**src/logic/exec_params.svh**
```systemverilog
// Constants for the subtract, nibble-exchange and table-read execution unit
`ifndef EXEC_PARAMS_SVH
`define EXEC_PARAMS_SVH

`define INSTR_W        14
`define FADR_W         7
`define DATA_W         8
`define ROM_W          14
`define ROM_ADDR_W     12
`define PTR_UPPER_W    4

`define OPC_MSB        13
`define OPC_LSB        8
`define DEST_BIT       7
`define FADR_MSB       6
`define OPC_SUB        6'h02
`define OPC_SWAP       6'h0e
`define DEST_ACC       1'b0

`define ROM_HI_MSB     13
`define ROM_HI_LSB     8
`define ROM_LO_MSB     7
`define HI_PAD_W       2

`define SUB_CYCLES     1
`define TABLE_CYCLES   2

`endif

```
**src/logic/exec_pkg.sv**
```systemverilog
// Types shared by the execution unit and its arithmetic helper
`include "exec_params.svh"

package exec_pkg;

    typedef enum logic [0:0] {
        ST_IDLE     = 1'b0,
        ST_TBL_WAIT = 1'b1
    } exec_state_type;

    typedef struct packed {
        logic                 carry;
        logic                 half_carry_flag;
        logic                 zero;
    } flags_type;

    typedef struct packed {
        logic                 we;
        logic [`FADR_W-1:0]   addr;
        logic [`DATA_W-1:0]   data;
    } file_wr_type;

    typedef struct packed {
        logic                 we;
        logic [`DATA_W-1:0]   data;
    } acc_wr_type;

endpackage

```
**src/logic/sub_swap_table_read_exec.sv**
```systemverilog
// Execution unit: subtract, nibble exchange and program-ROM table reads
//
// Overview of operation
// RL1 - Subtract: file minus accumulator, one cycle, flags
// RL2 - Subtract result to accumulator or file by d
// RL3 - File operand: seven-bit address plus target bit
// RL4 - Exchange swaps operand nibbles, flags untouched
// RL5 - Exchange result to accumulator or file by d
// RL6 - Upper table read: ROM high byte, two cycles
// RL7 - Pointer is upper register over index byte
// RL8 - Lower table read: ROM low byte, two cycles
// RL9 - Carry set on no borrow, zero on zero
// RL10 - Upper read: bits 13..8, top two zero
`timescale 1ns/1ps
`default_nettype none
`include "exec_params.svh"

module sub_swap_table_read_exec
    import exec_pkg::*;
(
    // Clock and reset
    input  wire logic                   clk_sys,
    input  wire logic                   rst_n,
    // Instruction issue from decode
    input  wire logic                   issue_valid,
    input  wire logic [`INSTR_W-1:0]    instr_word,
    input  wire logic                   table_read_lower,
    input  wire logic                   table_read_upper,
    output logic                        busy,
    output logic                        done,
    // Operands from register file
    input  wire logic [`DATA_W-1:0]     file_operand,
    input  wire logic [`DATA_W-1:0]     acc_value,
    input  wire logic [`DATA_W-1:0]     table_pointer_upper,
    input  wire logic [`DATA_W-1:0]     indirect_index_low,
    // Program ROM read port, data in the same cycle as the request
    output logic                        rom_rd,
    output logic [`ROM_ADDR_W-1:0]      rom_table_pointer,
    input  wire logic [`ROM_W-1:0]      rom_data,
    // Results
    output acc_wr_type                  acc_wr,
    output file_wr_type                 file_wr,
    output logic                        flags_we,
    output flags_type                   flags
);

    // Registered state and its next values
    exec_state_type          state_q, state_d;
    logic                    busy_q, busy_d;
    logic                    done_q, done_d;
    logic                    rom_rd_q, rom_rd_d;
    logic [`ROM_ADDR_W-1:0]  ptr_q, ptr_d;
    logic                    hi_sel_q, hi_sel_d;
    acc_wr_type              acc_q, acc_d;
    file_wr_type             file_q, file_d;
    logic                    flags_we_q, flags_we_d;
    flags_type               flags_q, flags_d;

    // Decode and datapath nets
    logic [5:0]              opc;
    logic                    dest;
    logic [`FADR_W-1:0]      fadr;
    logic                    is_sub;
    logic                    is_swap;
    logic [`DATA_W-1:0]      difference;
    logic [`DATA_W-1:0]      exchanged;
    flags_type               sub_flags;
    logic [`DATA_W-1:0]      byte_sel;
    logic                    take;
    logic                    take_table;
    logic                    take_sub;
    logic                    take_swap;

    // Field split of the instruction word
    assign opc  = instr_word[`OPC_MSB:`OPC_LSB];
    assign dest = instr_word[`DEST_BIT];                            // RL3
    assign fadr = instr_word[`FADR_MSB:0];                          // RL3
    assign is_sub  = (opc == `OPC_SUB);
    assign is_swap = (opc == `OPC_SWAP);

    sub_swap_unit u_alu (
        .minuend    (file_operand),
        .subtrahend (acc_value),
        .difference (difference),
        .sub_flags  (sub_flags),
        .exchanged  (exchanged)
    );

    // High byte is only six ROM bits wide
    assign byte_sel = hi_sel_q
        ? {{`HI_PAD_W{1'b0}}, rom_data[`ROM_HI_MSB:`ROM_HI_LSB]}    // RL10
        : rom_data[`ROM_LO_MSB:0];                                  // RL8

    // Issue while busy is ignored; decode must hold off
    assign take       = issue_valid && !busy_q;
    // Decoder flags outrank the opcode, whatever it holds
    assign take_table = take && (table_read_lower || table_read_upper);
    assign take_sub   = take && !take_table && is_sub;
    assign take_swap  = take && !take_table && is_swap;

    // Sequencing: state, busy, ROM request and pointer
    always_comb begin
        state_d  = state_q;
        busy_d   = busy_q;
        done_d   = 1'b0;
        rom_rd_d = 1'b0;
        ptr_d    = ptr_q;
        hi_sel_d = hi_sel_q;
        case (state_q)
            ST_IDLE: begin
                if (take_table) begin
                    // Upper register over index byte
                    ptr_d    = {table_pointer_upper[`PTR_UPPER_W-1:0],
                                indirect_index_low};                // RL7
                    hi_sel_d = table_read_upper;                    // RL6
                    rom_rd_d = 1'b1;
                    busy_d   = 1'b1;
                    state_d  = ST_TBL_WAIT;
                end else if (take_sub || take_swap) begin
                    // Single-cycle ops finish at the next edge
                    done_d = 1'b1;                                  // RL1
                end
            end
            ST_TBL_WAIT: begin
                // Second cycle closes the table read
                done_d  = 1'b1;                                     // RL6
                busy_d  = 1'b0;
                state_d = ST_IDLE;
            end
            default: begin
                // Unused encoding falls back to idle
                state_d = ST_IDLE;
                busy_d  = 1'b0;
            end
        endcase
    end

    // Write-back: result strobes, data and flags
    always_comb begin
        acc_d       = '0;
        acc_d.data  = acc_q.data;
        file_d      = '0;
        file_d.addr = file_q.addr;
        file_d.data = file_q.data;
        flags_we_d  = 1'b0;
        flags_d     = flags_q;
        if (state_q == ST_TBL_WAIT) begin
            // ROM word present in this cycle; flags left alone
            acc_d.we   = 1'b1;                                      // RL6
            acc_d.data = byte_sel;                                  // RL8
        end else if (take_sub) begin
            flags_we_d = 1'b1;                                      // RL1
            flags_d    = sub_flags;                                 // RL9
            if (dest == `DEST_ACC) begin
                acc_d.we   = 1'b1;                                  // RL2
                acc_d.data = difference;
            end else begin
                file_d.we   = 1'b1;                                 // RL2
                file_d.addr = fadr;
                file_d.data = difference;
            end
        end else if (take_swap) begin                               // RL4
            // Exchange never raises the flags strobe
            if (dest == `DEST_ACC) begin
                acc_d.we   = 1'b1;                                  // RL5
                acc_d.data = exchanged;
            end else begin
                file_d.we   = 1'b1;                                 // RL5
                file_d.addr = fadr;
                file_d.data = exchanged;
            end
        end
    end

    // Synchronous reset only; every register clocks each edge
    always_ff @(posedge clk_sys) begin
        if (!rst_n) begin
            state_q  <= ST_IDLE;
            busy_q   <= 1'b0;
            done_q   <= 1'b0;
            rom_rd_q <= 1'b0;
            ptr_q    <= '0;
            hi_sel_q <= 1'b0;
        end else begin
            state_q  <= state_d;
            busy_q   <= busy_d;
            done_q   <= done_d;
            rom_rd_q <= rom_rd_d;
            ptr_q    <= ptr_d;
            hi_sel_q <= hi_sel_d;
        end
    end

    // Data fields hold; strobes drop after one cycle
    always_ff @(posedge clk_sys) begin
        if (!rst_n) begin
            acc_q      <= '0;
            file_q     <= '0;
            flags_we_q <= 1'b0;
            flags_q    <= '0;
        end else begin
            acc_q      <= acc_d;
            file_q     <= file_d;
            flags_we_q <= flags_we_d;
            flags_q    <= flags_d;
        end
    end

    // Every output straight from a register
    assign busy              = busy_q;
    assign done              = done_q;
    assign rom_rd            = rom_rd_q;
    assign rom_table_pointer = ptr_q;
    assign acc_wr            = acc_q;
    assign file_wr           = file_q;
    assign flags_we          = flags_we_q;
    assign flags             = flags_q;

endmodule

`default_nettype wire

```
**src/logic/sub_swap_unit.sv**
```systemverilog
// Combinational subtract and nibble-exchange datapath
`timescale 1ns/1ps
`default_nettype none
`include "exec_params.svh"

module sub_swap_unit
    import exec_pkg::*;
(
    // Operands
    input  wire logic [`DATA_W-1:0] minuend,
    input  wire logic [`DATA_W-1:0] subtrahend,
    // Results
    output logic      [`DATA_W-1:0] difference,
    output flags_type               sub_flags,
    output logic      [`DATA_W-1:0] exchanged
);

    logic [`DATA_W:0] full_sum;
    logic [4:0]       nib_sum;

    // Two's complement: f + ~w + 1, carry out means no borrow
    always_comb begin
        full_sum = {1'b0, minuend} + {1'b0, ~subtrahend} + 9'h001; // RL1
        nib_sum  = {1'b0, minuend[3:0]} + {1'b0, ~subtrahend[3:0]}
                   + 5'h01;
        difference                = full_sum[`DATA_W-1:0];
        sub_flags.carry           = full_sum[`DATA_W];              // RL9
        sub_flags.half_carry_flag = nib_sum[4];                     // RL1
        sub_flags.zero            = (full_sum[`DATA_W-1:0] == 8'h00); // RL9
        exchanged = {minuend[3:0], minuend[7:4]};                   // RL4
    end

endmodule

`default_nettype wire

```
**config.mk**
```make
export PLATFORM = sky130hd
export DESIGN_NAME = sub_swap_table_read_exec
export DESIGN_NICKNAME = d
export VERILOG_FILES = /design/src/logic/exec_pkg.sv /design/src/logic/sub_swap_table_read_exec.sv /design/src/logic/sub_swap_unit.sv
export VERILOG_INCLUDE_DIRS = /design/src /design/src/logic
export SDC_FILE = /design/constraint.sdc
export NUM_CORES = 1
export LEC_CHECK = 0
export BUFFER_PORTS_ARGS = -buffer_cell sky130_fd_sc_hd__buf_4
export CORE_MARGIN = 5
export CORE_UTILIZATION = 52
export CTS_BUF_LIST = sky130_fd_sc_hd__clkbuf_4
export DETAILED_ROUTE_END_ITERATION = 10
export PLACE_DENSITY = 0.95
export SLEW_MARGIN = 20
export SYNTH_ARGS = -nofsm -noshare
export SYNTH_HDL_FRONTEND = slang
export SYNTH_HIERARCHICAL = 1
export SYNTH_SLANG_ARGS = --single-unit
```
**constraint.sdc**
```tcl
create_clock -name clk_sys -period 3.7 [get_ports clk_sys]
set_input_delay 0.37 -clock clk_sys [delete_from_list [all_inputs] [get_ports clk_sys]]
set_output_delay 0.37 -clock clk_sys [all_outputs]
set_load 0.01 [all_outputs]
```
==> reports/results.tsv <==
stage	metric	value	unit
outcome	run_status	completed	
finish	num_antenna_cells	0	
worst_setup_path	critPathBufInv	0	
worst_setup_path	cp.required	3.97	ns
finish	drive_above_1_share	0.347	
worst_setup_path	reg2reg_from	busy$_SDFFE_PN0P_	
drt	ant_nets	0	
floorplan	rows	24	
finish	final_cell_mix	108 x buf_4, 45 x dfxtp_1, 24 x nand2_1	
logic_synthesis	synth_compound_area_frac	0.257	
power_and_ir_drop	pwr_density_cell	315	nW/um^2
finish	multiInputGateArea	1260	um^2
timing	setup_viol_count_final	0	
clock_network	htree_levels	2	
place	globalplace.congestion	0.892	
timing	min_period	2.48	ns
timing	worst_pin_slew	1.03	ns
power_and_ir_drop	p_leak	1.40	nW
logic_synthesis	synth_fp_nets	334	
global_routing	antenna_found_initial	0	
global_routing	overflow	0	
worst_setup_path	worst_path_largest_cell_delay	0.74	ns
timing	fin_skew	0.00597	ns
drt	finalWirelength	6380	um
clock_network	clk_latency	0.36	ns
timing	max_freq	0.403	GHz
timing	rsz0062_at_grt	false	
logic_synthesis	synth.cell_area	2340	um^2
logic_synthesis	yosys.area.top_type	dfxtp_1	
worst_setup_path	crit_path_start	busy$_SDFFE_PN0P_	
finish	final_common_cell	buf_4	
clock_network	cts_num_sinks	45	
logic_synthesis	synth_top_area_share	0.384	
worst_setup_path	crit_type	register to register	
logic_synthesis	yosys.area_share.simple	0.158	
logic_synthesis	synth.area.top_cells	dfxtp_1 38%, mux2i_1 5.5%, a22o_1 4.9%	
floorplan	core_area	4350	um^2
global_routing	grt_usage	0.212	
worst_hold_path	worst_hold_path_type	input port to register	
worst_setup_path	start_kind	register	
timing	setup_tns	0	ns
floorplan	die_height	77.2	um
worst_setup_path	crit_family	simple AND/OR/NAND/NOR gates	
clock_network	postCtsHoldBufs	0	
clock_network	cts_buffer_depth	2	
timing	finalCritPeriodShare	0.671	
global_routing	grt_pass1_wl	10500	um
power_and_ir_drop	irDropWorstVdd	0.266	mV
worst_setup_path	critPathMaxFanout	16	
logic_synthesis	muxShareOfSynthArea	0.0555	
logic_synthesis	synthCells	260	
worst_setup_path	critPathSlowestCell	or4_1	
floorplan	die_x	77.2	um
logic_synthesis	post_synth.cell_area_avg	9.02	um^2
clock_network	cts_setup_buffers	0	
floorplan	start_util	0.539	
finish	fill_cells	355	
drt	drt-pass1-iter-count	4	
clock_network	post_cts_resized	0	
global_routing	grt_max_degree	32	
logic_synthesis	synth_top_family_by_area	compound AO/OA/AOI/OAI gates	
drt	drtIter0Drc	143	
clock_network	cts_buffers	5	
drt	wire_per_inst	15.9	um
logic_synthesis	ys_async_sr_fraction	0	
drt	vias	2249	
logic_synthesis	ys_seq_elements	45	
floorplan	fp.dieArea	5950	um^2
logic_synthesis	synth-seq-area-share	0.384	
timing	slew_violations	0	
timing	maxSlewHeadroom	0.315	
logic_synthesis	ys_types	43	
job	max_cap_violations	0	
finish	area_growth	34.3	%
global_routing	grt_pass1_vias	2276	
finish	fin_nets	422	
drt	remaining_drc_errors	0	
logic_synthesis	synth_edf_count	0	
logic_synthesis	synth_ff_type	dfxtp_1	
timing	finalHoldViolations	0	
worst_setup_path	arrival	2.75	ns
clock_network	cts.root.buffer_cell	clkbuf_4	
clock_network	tritoncts	done	
clock_network	path_clk_slew	0.15	ns
finish	regArea	901	um^2
finish	utilization	0.723	
logic_synthesis	synth-warning-count	6	
worst_setup_path	cp_cell_sequence	or4b_1, or4_1, o32a_1, o221a_1	
floorplan	io_pins	109	
logic_synthesis	synth-xor-area-share	0.0149	
place	hpwlAfterDp	5010	um
drt	vias_per_cell	5.61	
worst_hold_path	hp-start	indirect_index_low[3]	
place	port_buffers	104	
logic_synthesis	synthAdderAreaFrac	0.0512	
worst_setup_path	end_kind	register	
layer usage:
metal / wire length, um / GRT usage / vias to the layer above
li1: - / - / 1108
met1: 2590 / 0.246 / 1039
met2: 3110 / 0.370 / 95
met3: 611 / 0.0749 / 7
met4: 68 / 0.0515 / 0
met5: 0 / 0 / -
per-stage QoR:
| step | hold slack, ns | instance area (um^2) | std cells | total power [W] | setup WS (ns) |
|---|---|---|---|---|---|
| after global routing | 0.177 | 3150 | 401 | 0.00104 | 1.12 |
| after global placement | 0.464 | 3090 | 393 | 0.000742 | 1.04 |
| after detailed placement | 0.466 | 3090 | 393 | 0.000748 | 1.04 |
| final | 0.201 | 3150 | 401 | 0.000993 | 1.22 |
| after CTS | 0.192 | 3150 | 401 | 0.000996 | 1.23 |
| after floorplan | 0.496 | 2340 | 260 | 0.000650 | 1.45 |
registers in the layout, indices dropped and copies added, names as in the netlist, 3 cells and up:
name	count
file_wr	16
flags	3
acc_wr	9
rom_table_pointer	12
cell type report:
class                   instances  area share
flip-flops and latches         45       0.286
repair buffers                108       0.258
well taps                      52      0.0207
multi-input cells             175       0.400
inverters                      13      0.0155
clock inverters                 3     0.00795
clock buffers                   5      0.0119
worst register-to-register path: cells and delay by family (launching register included):
| kind | cells | cell delay, ns |
|---|---|---|
| compound gates | 2 | 0.62 |
| flops | 1 | 0.37 |
| simple gates | 2 | 1.39 |
cells in the mapped netlist, types with 3 or more instances:
master	n
inv_1	13
xnor2_1	3
o31a_1	3
ha_1	8
a21boi_0	8
nor2b_1	8
o21a_1	5
dfxtp_1	45
buf_2	3
o221a_1	4
nand2_1	24
a22o_1	13
o32a_1	4
o21ai_0	17
nor2_1	9
nor3_1	3
clkbuf_1	16
mux2i_1	13
nand2b_1	5
or4_1	3
a21oi_1	9
buf_4	8
a31oi_1	8
cells by family after synthesis:
kind of cell               Yosys count
DFF                                 45
and+or+nand+nor                     67
xor gates and xnor gates             4
adders and majority gates            9
AOI/OAI and AO/OA                   82
muxes                               13
buffers and inverters               40
worst paths after layout:
kind                                                     endpoint  slack, ns  cells past startpoint
worst min-delay path            rom_table_pointer[3]$_SDFFE_PN0P_       0.20                      2
worst max register to register             acc_wr[2]$_SDFFE_PN0P_       1.22                      4
worst max-delay path                       acc_wr[2]$_SDFFE_PN0P_       1.22                      4
worst min register to register  rom_table_pointer[5]$_SDFFE_PN0P_       0.50                      1
power by group:
part,switching (W),internal (W),leakage [nW]
Sequential,0.0000174,0.000502,0.366
Combinational,0.000103,0.000116,1.00
Clock,0.000177,0.0000778,0.0318
Total,0.000297,0.000696,1.40
Note: power is estimated with default switching activity, not from simulation.
